**config.mk**
```make
export PLATFORM = sky130hd
export DESIGN_NAME = bclc_top
export DESIGN_NICKNAME = d
export VERILOG_FILES = /design/src/core/bclc_pkg.sv /design/src/core/bclc_slot_mem.sv /design/src/core/bclc_top.sv
export VERILOG_INCLUDE_DIRS = /design/src /design/src/core
export SDC_FILE = /design/constraint.sdc
export NUM_CORES = 1
export LEC_CHECK = 0
export BUFFER_PORTS_ARGS = -buffer_cell sky130_fd_sc_hd__buf_2
export CORE_ASPECT_RATIO = 1.5
export CORE_MARGIN = 5
export CORE_UTILIZATION = 30
export DETAILED_ROUTE_END_ITERATION = 10
export GPL_TIMING_DRIVEN = 1
export PLACE_DENSITY = 0.53
export SLEW_MARGIN = 20
export SYNTH_ARGS = -nofsm -noshare
export SYNTH_HDL_FRONTEND = slang
export SYNTH_HIERARCHICAL = 1
export SYNTH_SLANG_ARGS = --single-unit
export TNS_END_PERCENT = 30
```
**constraint.sdc**
```tcl
create_clock -name sys_clk -period 7 [get_ports sys_clk]
set_input_delay 1.05 -clock sys_clk [delete_from_list [all_inputs] [get_ports sys_clk]]
set_output_delay 1.05 -clock sys_clk [all_outputs]
set_load 0.05 [all_outputs]
```
**src/core/bclc_defines.svh**
```systemverilog
`ifndef BCLC_DEFINES_SVH
`define BCLC_DEFINES_SVH

// ----------------------------------------------------------------------------
// Register indices on the plain register port
// ----------------------------------------------------------------------------
`define BCLC_ADDR_W          2
`define BCLC_IDX_CONTROL     2'h0
`define BCLC_IDX_TUNING      2'h1
`define BCLC_IDX_LOCK        2'h2
`define BCLC_IDX_MISS        2'h3

// ----------------------------------------------------------------------------
// Reset values
// ----------------------------------------------------------------------------
`define BCLC_RST_CONTROL     8'hE6
`define BCLC_RST_TUNING      8'h00
`define BCLC_RST_SLOT_PTR    5'h1F
`define BCLC_RST_MISS        12'h000

// ----------------------------------------------------------------------------
// Field positions
// ----------------------------------------------------------------------------
`define BCLC_CTL_WREN_BIT    7
`define BCLC_CTL_FLUSH_BIT   4
`define BCLC_LCK_PUSH_BIT    7
`define BCLC_LCK_POP_BIT     6
`define BCLC_MISS_OV_BIT     7

// ----------------------------------------------------------------------------
// Lock limits and counter geometry
// ----------------------------------------------------------------------------
`define BCLC_MAX_LOCKED      30
`define BCLC_POP_AVOID_PTR   5'h1E
`define BCLC_ALL_UNLOCK_PTR  5'h00
`define BCLC_MISS_CNT_W      12

`endif

```
**src/core/bclc_pkg.sv**
```systemverilog
package bclc_pkg;

    // ------------------------------------------------------------------------
    // Shared types
    // ------------------------------------------------------------------------
    typedef logic [4:0]  bclc_slot_t;
    typedef logic [12:0] bclc_tag_t;
    typedef logic [31:0] bclc_word_t;

    // One code segment travelling toward the slot store.
    typedef struct packed {
        logic       valid;
        bclc_slot_t slot;
        bclc_tag_t  tag;
        bclc_word_t data;
    } bclc_fill_s;

    // One table read from the core with its aligned four-byte segment.
    typedef struct packed {
        logic       valid;
        bclc_tag_t  tag;
        bclc_word_t data;
    } bclc_movc_s;

endpackage : bclc_pkg

```
**src/core/bclc_slot_mem.sv**
```systemverilog
`timescale 1ns/1ns
`default_nettype none

module bclc_slot_mem #(
    parameter int ENTRIES = 32,
    parameter int TAG_W   = 13,
    parameter int DATA_W  = 32
) (
    input  wire logic                       sys_clk,
    input  wire logic                       reset_n,
    input  wire logic                       wr_en,
    input  wire logic [$clog2(ENTRIES)-1:0] wr_idx,
    input  wire logic [TAG_W-1:0]           wr_tag,
    input  wire logic [DATA_W-1:0]          wr_data,
    input  wire logic                       clr_all,
    input  wire logic [$clog2(ENTRIES)-1:0] rd_idx,
    output logic                            rd_valid,
    output logic [TAG_W-1:0]                rd_tag,
    output logic [DATA_W-1:0]               rd_data
);

    logic [ENTRIES-1:0] valid_reg;
    logic [ENTRIES-1:0] valid_next;
    logic [TAG_W-1:0]   tag_mem  [ENTRIES];
    logic [DATA_W-1:0]  data_mem [ENTRIES];

    // Flush clears every valid bit; a write in the same cycle still lands.
    always_comb begin
        valid_next = clr_all ? '0 : valid_reg;
        if (wr_en) begin
            valid_next[wr_idx] = 1'b1;
        end
    end

    always_ff @(posedge sys_clk or negedge reset_n) begin
        if (!reset_n) begin
            valid_reg <= '0;
        end else begin
            valid_reg <= valid_next;
        end
    end

    // Tag and data need no reset; the valid bit guards them.
    always_ff @(posedge sys_clk) begin
        if (wr_en) begin
            tag_mem[wr_idx]  <= wr_tag;
            data_mem[wr_idx] <= wr_data;
        end
        rd_tag  <= tag_mem[rd_idx];
        rd_data <= data_mem[rd_idx];
    end

    // Read valid follows the registered data with the same one-cycle latency.
    always_ff @(posedge sys_clk or negedge reset_n) begin
        if (!reset_n) begin
            rd_valid <= 1'b0;
        end else begin
            rd_valid <= valid_reg[rd_idx];
        end
    end

endmodule : bclc_slot_mem

`default_nettype wire

```
**src/core/bclc_top.sv**
```systemverilog
// The placing of the registers and the strobed register port were left to the implementer.
`timescale 1ns/1ns
`default_nettype none
`include "bclc_defines.svh"

module bclc_top #(
    parameter int SLOTS = 32
) (
    input  wire logic                     sys_clk,
    input  wire logic                     reset_n,
    input  wire logic [`BCLC_ADDR_W-1:0]  reg_addr,
    input  wire logic [7:0]               reg_wdata,
    input  wire logic                     reg_wr,
    input  wire logic                     reg_rd,
    output logic [7:0]                    reg_rdata,
    input  wire bclc_pkg::bclc_movc_s     movc_in,
    input  wire bclc_pkg::bclc_fill_s     repl_in,
    input  wire logic                     miss_stall,
    input  wire bclc_pkg::bclc_slot_t     lookup_slot,
    output logic                          lookup_valid,
    output bclc_pkg::bclc_tag_t           lookup_tag,
    output bclc_pkg::bclc_word_t          lookup_data,
    output logic                          repl_refused,
    output bclc_pkg::bclc_slot_t          lock_slot_pointer
);

    // ------------------------------------------------------------------------
    // Elaboration check
    // ------------------------------------------------------------------------
    if (SLOTS != 32) begin : g_slots_chk
        $error("bclc_top supports exactly 32 slots with a five-bit pointer");
    end

    // ------------------------------------------------------------------------
    // Register state
    // ------------------------------------------------------------------------
    logic [7:0]                    control_reg;
    logic [7:0]                    control_next;
    logic [7:0]                    tuning_reg;
    logic [7:0]                    tuning_next;
    logic                          lock_push_enable_reg;
    logic                          lock_push_enable_next;
    bclc_pkg::bclc_slot_t          slot_ptr_reg;
    bclc_pkg::bclc_slot_t          slot_ptr_next;
    logic [`BCLC_MISS_CNT_W-1:0]   miss_cnt_reg;
    logic [`BCLC_MISS_CNT_W-1:0]   miss_cnt_next;
    logic                          miss_penalty_overflow_reg;
    logic                          miss_penalty_overflow_next;
    logic                          flush_pend_reg;
    logic                          flush_pend_next;
    logic [7:0]                    rdata_reg;
    logic [7:0]                    rdata_next;
    logic                          refused_reg;
    logic                          refused_next;

    logic                          wr_ctl;
    logic                          wr_lock;
    logic                          wr_miss;
    logic                          rd_miss;
    logic                          cache_invalidate_strobe;
    logic                          lock_pop_strobe;
    logic                          push_now;
    logic                          repl_locked;
    logic                          repl_write;
    logic                          miss_wrap;
    bclc_pkg::bclc_fill_s          mem_wr;

    // ------------------------------------------------------------------------
    // Register port decode
    // ------------------------------------------------------------------------
    assign wr_ctl  = reg_wr && (reg_addr == `BCLC_IDX_CONTROL);
    assign wr_lock = reg_wr && (reg_addr == `BCLC_IDX_LOCK);
    assign wr_miss = reg_wr && (reg_addr == `BCLC_IDX_MISS);
    assign rd_miss = reg_rd && (reg_addr == `BCLC_IDX_MISS);
    assign cache_invalidate_strobe = wr_ctl && reg_wdata[`BCLC_CTL_FLUSH_BIT];
    assign lock_pop_strobe         = wr_lock && reg_wdata[`BCLC_LCK_POP_BIT];

    // ------------------------------------------------------------------------
    // Lock window and slot writes
    // ------------------------------------------------------------------------
    // A replacement slot is locked only when it sits above the pointer, and a
    // pointer at zero means the lock window has run out so nothing is locked.
    assign repl_locked = (slot_ptr_reg != `BCLC_ALL_UNLOCK_PTR)
                         && (repl_in.slot > slot_ptr_reg);
    assign push_now    = lock_push_enable_reg && movc_in.valid;
    // Normal fills also need the write-enable bit; pushes ignore it.
    assign repl_write  = repl_in.valid && !repl_locked && !push_now
                         && control_reg[`BCLC_CTL_WREN_BIT];

    // Push has priority over a replacement fill in the same cycle.
    always_comb begin
        mem_wr = '0;
        if (push_now) begin
            mem_wr.valid = 1'b1;
            mem_wr.slot  = slot_ptr_reg;
            mem_wr.tag   = movc_in.tag;
            mem_wr.data  = movc_in.data;
        end else if (repl_write) begin
            mem_wr = repl_in;
        end
    end

    // ------------------------------------------------------------------------
    // Lock control: push enable and slot pointer
    // ------------------------------------------------------------------------
    // The pointer is read-only on the port. Push and pop in one cycle cancel.
    // Pop changes only the pointer and never touches the slot store.
    always_comb begin
        lock_push_enable_next = lock_push_enable_reg;
        slot_ptr_next         = slot_ptr_reg;
        if (wr_lock) begin
            lock_push_enable_next = reg_wdata[`BCLC_LCK_PUSH_BIT];
        end
        if (push_now && !lock_pop_strobe) begin
            slot_ptr_next = slot_ptr_reg - 5'h01;
        end else if (lock_pop_strobe && !push_now) begin
            slot_ptr_next = slot_ptr_reg + 5'h01;
        end
    end

    always_ff @(posedge sys_clk or negedge reset_n) begin
        if (!reset_n) begin
            lock_push_enable_reg <= 1'b0;
            slot_ptr_reg         <= `BCLC_RST_SLOT_PTR;
        end else begin
            lock_push_enable_reg <= lock_push_enable_next;
            slot_ptr_reg         <= slot_ptr_next;
        end
    end

    // ------------------------------------------------------------------------
    // Control, tuning and flush
    // ------------------------------------------------------------------------
    // The flush bit is never stored; it arms a one-cycle invalidate.
    always_comb begin
        control_next    = control_reg;
        tuning_next     = tuning_reg;
        flush_pend_next = cache_invalidate_strobe;
        if (wr_ctl) begin
            control_next = reg_wdata;
            control_next[`BCLC_CTL_FLUSH_BIT] = 1'b0;
        end
        if (reg_wr && (reg_addr == `BCLC_IDX_TUNING)) begin
            tuning_next[3:0] = reg_wdata[3:0];
        end
        if (rd_miss) begin
            tuning_next[7:4] = miss_cnt_reg[4:1];
        end
    end

    always_ff @(posedge sys_clk or negedge reset_n) begin
        if (!reset_n) begin
            control_reg    <= `BCLC_RST_CONTROL;
            tuning_reg     <= `BCLC_RST_TUNING;
            flush_pend_reg <= 1'b0;
        end else begin
            control_reg    <= control_next;
            tuning_reg     <= tuning_next;
            flush_pend_reg <= flush_pend_next;
        end
    end

    // ------------------------------------------------------------------------
    // Miss penalty accumulator
    // ------------------------------------------------------------------------
    // A wrap in the same cycle as a write keeps the flag set, so no event is
    // lost to the clear.
    assign miss_wrap = miss_stall && (miss_cnt_reg == '1);

    always_comb begin
        miss_cnt_next              = miss_cnt_reg;
        miss_penalty_overflow_next = miss_penalty_overflow_reg;
        if (wr_miss) begin
            miss_cnt_next              = {reg_wdata[6:0], 5'h00};
            miss_penalty_overflow_next = 1'b0;
        end else if (miss_stall) begin
            miss_cnt_next = miss_cnt_reg + 12'h001;
        end
        if (miss_wrap) begin
            miss_penalty_overflow_next = 1'b1;
        end
    end

    always_ff @(posedge sys_clk or negedge reset_n) begin
        if (!reset_n) begin
            miss_cnt_reg              <= `BCLC_RST_MISS;
            miss_penalty_overflow_reg <= 1'b0;
        end else begin
            miss_cnt_reg              <= miss_cnt_next;
            miss_penalty_overflow_reg <= miss_penalty_overflow_next;
        end
    end

    // ------------------------------------------------------------------------
    // Read data and status outputs
    // ------------------------------------------------------------------------
    // Strobe bits read zero; reserved lock bit 5 reads zero.
    always_comb begin
        rdata_next   = 8'h00;
        refused_next = repl_in.valid && repl_locked;
        if (reg_rd) begin
            case (reg_addr)
                `BCLC_IDX_CONTROL: rdata_next = control_reg;
                `BCLC_IDX_TUNING:  rdata_next = tuning_reg;
                `BCLC_IDX_LOCK:    rdata_next = {lock_push_enable_reg, 2'b00,
                                                 slot_ptr_reg};
                `BCLC_IDX_MISS:    rdata_next = {miss_penalty_overflow_reg,
                                                 miss_cnt_reg[11:5]};
                default:           rdata_next = 8'h00;
            endcase
        end
    end

    always_ff @(posedge sys_clk or negedge reset_n) begin
        if (!reset_n) begin
            rdata_reg   <= 8'h00;
            refused_reg <= 1'b0;
        end else begin
            rdata_reg   <= rdata_next;
            refused_reg <= refused_next;
        end
    end

    assign reg_rdata         = rdata_reg;
    assign repl_refused      = refused_reg;
    assign lock_slot_pointer = slot_ptr_reg;

    // ------------------------------------------------------------------------
    // Slot store
    // ------------------------------------------------------------------------
    bclc_slot_mem #(
        .ENTRIES (SLOTS),
        .TAG_W   (13),
        .DATA_W  (32)
    ) u_slot_mem (
        .sys_clk  (sys_clk),
        .reset_n  (reset_n),
        .wr_en    (mem_wr.valid),
        .wr_idx   (mem_wr.slot),
        .wr_tag   (mem_wr.tag),
        .wr_data  (mem_wr.data),
        .clr_all  (flush_pend_reg),
        .rd_idx   (lookup_slot),
        .rd_valid (lookup_valid),
        .rd_tag   (lookup_tag),
        .rd_data  (lookup_data)
    );

    // ------------------------------------------------------------------------
    // Checks
    // ------------------------------------------------------------------------
    lock_window_a: assert property (@(posedge sys_clk) disable iff (!reset_n)
        (repl_in.slot <= 5'h01) |-> !repl_locked)
        else $error("Slot zero or one reported as locked.");

    push_store_a: assert property (@(posedge sys_clk) disable iff (!reset_n)
        push_now |-> mem_wr.valid && mem_wr.slot == slot_ptr_reg && mem_wr.data == movc_in.data)
        else $error("Push did not write the pointed slot.");

    push_dec_a: assert property (@(posedge sys_clk) disable iff (!reset_n)
        (push_now && !lock_pop_strobe) |=> slot_ptr_reg == $past(slot_ptr_reg) - 5'h01)
        else $error("Pointer not decremented after push.");

    locked_safe_a: assert property (@(posedge sys_clk) disable iff (!reset_n)
        (mem_wr.valid && !push_now && slot_ptr_reg != 5'h00) |-> mem_wr.slot <= slot_ptr_reg)
        else $error("Replacement wrote a locked slot.");

    pop_inc_a: assert property (@(posedge sys_clk) disable iff (!reset_n)
        (lock_pop_strobe && !push_now) |=> slot_ptr_reg == $past(slot_ptr_reg) + 5'h01)
        else $error("Pointer not incremented after pop.");

    pop_reads_a: assert property (@(posedge sys_clk) disable iff (!reset_n)
        (reg_rd && reg_addr == `BCLC_IDX_LOCK) |=> reg_rdata[6:5] == 2'b00)
        else $error("Pop bit did not read zero.");

    pop_keep_a: assert property (@(posedge sys_clk) disable iff (!reset_n)
        (lock_pop_strobe && !push_now && !repl_write) |-> !mem_wr.valid)
        else $error("Pop disturbed the slot store.");

    zero_unlock_a: assert property (@(posedge sys_clk) disable iff (!reset_n)
        (slot_ptr_reg == 5'h00) |-> !repl_locked)
        else $error("Slot locked with pointer at zero.");

    ov_hold_a: assert property (@(posedge sys_clk) disable iff (!reset_n)
        (miss_penalty_overflow_reg && !wr_miss) |=> miss_penalty_overflow_reg)
        else $error("Overflow flag dropped without a write.");

    ov_set_a: assert property (@(posedge sys_clk) disable iff (!reset_n)
        miss_wrap |=> miss_penalty_overflow_reg
                      && (miss_cnt_reg == 12'h000 || $past(wr_miss)))
        else $error("Wrap did not set the overflow flag.");

    miss_latch_a: assert property (@(posedge sys_clk) disable iff (!reset_n)
        rd_miss |=> tuning_reg[7:4] == $past(miss_cnt_reg[4:1])
                    && reg_rdata[6:0] == $past(miss_cnt_reg[11:5]))
        else $error("Low bits not latched on high read.");

    flush_next_a: assert property (@(posedge sys_clk) disable iff (!reset_n)
        cache_invalidate_strobe |=> flush_pend_reg ##1 1'b1 ##1
        (!lookup_valid || $past(mem_wr.valid, 2)))
        else $error("Flush did not invalidate slots.");

endmodule : bclc_top

`default_nettype wire

```
==> metrics <==
Starting Density just over 30%; yosys warns 6; setup ws final 2.02 ns; dominant synthesized flop cell edfxtp_1; worst-path cell with the longest stage delay nor2_4; Power Density 307 mW/mm²; syn avg cell area around 17 µm²; top post-synthesis cells by area edfxtp_1 71%, mux2i_1 12%, dfrtp_1 2.7%; endpoints failing setup 0; CTS sink cnt about 1600; largest family of logic cells by synthesized area multiplexers; Via density roughly 5; RSZ-0062 raised after global routing false; Fin. Hold Viols 0; worst hold path class input pin to asynchronous set/reset pin; Die Wd 378 µm; worst-path cell chain inv_1 > ha_1 > and4_1 > a221o_1 > a211oi_4 > buf_4 > a22o_1 > or3b_2 > nor2_4 > buf_4; initial DRC count 2788; simple-gate share of the synthesized area approximately 3.4%; Compound-Gate Fraction of Synth Area under 10%; Die ar. 0.213 mm²; gp weighted congestion 0.780; IO buf count between 150 and 200; total gr overflow 0; post-synthesis xor/xnor area fraction less than 1%; WL final 169 mm; Largest Register u_slot_mem/data_mem; most common cell after layout, fill and taps aside edfxtp_1; nets@finish around 4000; Yosys top cell by area edfxtp_1; clock transition at the registers of the reported paths ~0.060 ns; VDD IR max roughly 0.25 mV; fin crit period between 4 and 5 ns; fin. max-slew vios 0; core area between 0.2 and 0.25 mm²; CP dominant cell by count buf_4; CTS tree yes; Arrival @ worst endpoint approximately 5.4 ns; CTS buffer count ~150; share of Yosys cell area claimed by the top area cell type between 70% and 80%; register bit count reported by yosys 1562; first-pass GRT wire length roughly 240 mm; Die Y approximately 560 µm; DRT Pass-1 Iters 5; crit path capture u_slot_mem/data_mem[16][30]; post-route ant nets 0; pre-CTS setup slack ~1.5 ns; max reg flops approximately 1000; antenna violations before repair 14; Area Growth Syn to Fin 15.3%; reg2reg path depth 10; crit-path max FO 29; total setup buffers inserted after CTS 0; Post-Synth Adder-Cell Area less than 1%; Reg2Reg Setup Slack slightly above 2 ns; worst clock skew around 0.05 ns; Leak 24.9 nW; Syn Std Cell Area 0.0610 mm²; status complete, no violations; syn_nets between 3000 and 4000; Worst Tran Pin Value between 1 and 1.5 ns; mux cell area share after synthesis 12.6%; H-tree depth 4; # IOs 177; CP required 7.45 ns; Slew HR a little over a quarter; CTS resizes 0; share of layout cells above drive strength 1 15.0%; CP Launch Type flop; FP Rows roughly 200; Reg2Reg Capture Point u_slot_mem/data_mem[16][30]; largest net degree at the start of global routing 95; Fmax approximately 200 MHz; # hold bufs at CTS 0; post-layout util roughly a third; Synth Instances between 3000 and 4000; max cap viols 0; CP Capture Type flop; sequential-to-total area share from yosys stat about three quarters; critical path type flop to flop; DRC 0; Critical R2R Launch lock_slot_pointer[2]; crit-path max cell delay between 0.8 and 0.9 ns; vias post-DR between 30000 and 40000; post-synthesis cell type count 54; DR WL/cell 25.8 µm; setup TNS 0 ns; CTS Buffer Depth 4; most frequent cells in the layout 1440 x edfxtp_1, 735 x mux2i_1, 174 x buf_2; Post-DP HPWL roughly 100 mm; ratio of final minimum period to clock period a little under three quarters; largest registers u_slot_mem/data_mem: 1024 flops, u_slot_mem/tag_mem: 416 flops; GRT Total Usage ~15%; Setup crit start lock_slot_pointer[2]; Root Buffer clkbuf_16; vias in the first global route 33600; Async SR Flop Fraction under 10%; worst-skew pair later-pin latency between 0.7 and 0.8 ns; EDFF count, synth ~1400
## metal layers
metal  GRT usage [%]  routed length [µm]  vias to the layer above
li1                -                   -                    14500
met1            20.1               72300                    17000
met2            27.1               84900                      826
met3            2.00                7360                      249
met4            4.48                4810                        6
met5               0                  34                        -
## where the power goes
part	internal, mW	switching [mW]	total [mW]
clock network	4.73	3.46	8.18
registers	10.9	0.157	11.1
logic	0.609	1.73	2.34
## cells in the mapped netlist, types with 6 or more instances
cell type	count
inv_1	41
mux2i_1	735
o22ai_1	32
buf_1	6
o21ai_0	14
nor3_1	49
a31oi_1	46
nand2_1	163
dfstp_2	10
nor2_1	43
buf_4	52
and2_1	11
mux2_2	17
nand3_1	146
xor2_1	8
buf_2	73
dfrtp_1	67
clkbuf_1	72
dfxtp_1	45
xnor2_1	6
a22o_1	139
buf_6	8
edfxtp_1	1440
a21oi_1	140
ha_1	10
a22oi_1	140
## worst min path at each step
stage | end | startpoint | depth (start not counted)
CTS | repl_refused | reset_n | 1
detailed placement | control_reg[0] | control_reg[0] | 1
global placement | tuning_reg[0] | tuning_reg[0] | 1
global route | repl_refused | reset_n | 1
finish | repl_refused | reset_n | 1
floorplan | tuning_reg[7] | tuning_reg[7] | 1
## through the flow
step / cells / power, mW / hold WS, ns / instance area (µm²)
after CTS: 6552 / 21.8 / 0.443 / 70300
after floorplan: 3570 / 12.6 / 0.474 / 61000
after global placement: 6287 / 13.6 / 0.490 / 65400
final: 6558 / 21.6 / 0.299 / 70400
after detailed placement: 6289 / 13.7 / 0.491 / 65500
after global routing: 6554 / 22.3 / 0.344 / 70400
## critical path, delay by kind of cell (launching register included)
family,cells,cell delay [ns]
buf+inv,3,0.93
fa+ha+maj,1,0.30
flops,1,0.59
compound gates,3,1.07
simple gates,3,1.73
## cells by family (layout without fill, tap and decap cells)
group / after synthesis / in the layout
DFF: 1562 / 1562
muxes: 757 / 757
AOI/OAI and AO/OA: 526 / 526
and+or+nand+nor: 445 / 445
buffers and inverters: 255 / 586
xor gates and xnor gates: 14 / 14
adders and majority gates: 11 / 11
other: 0 / 5
## area by class of cell
cell class	instances	area, µm²
well taps	2652	3320
clock inverters	71	776
fillers	19100	132000
flip-flops and latches	1562	46100
repair buffers	282	1980
diodes	5	12.5
clock buffers	192	4090
multi-input cells	1753	14000
inverters	41	154
Note: power is estimated with default switching activity, not from simulation.
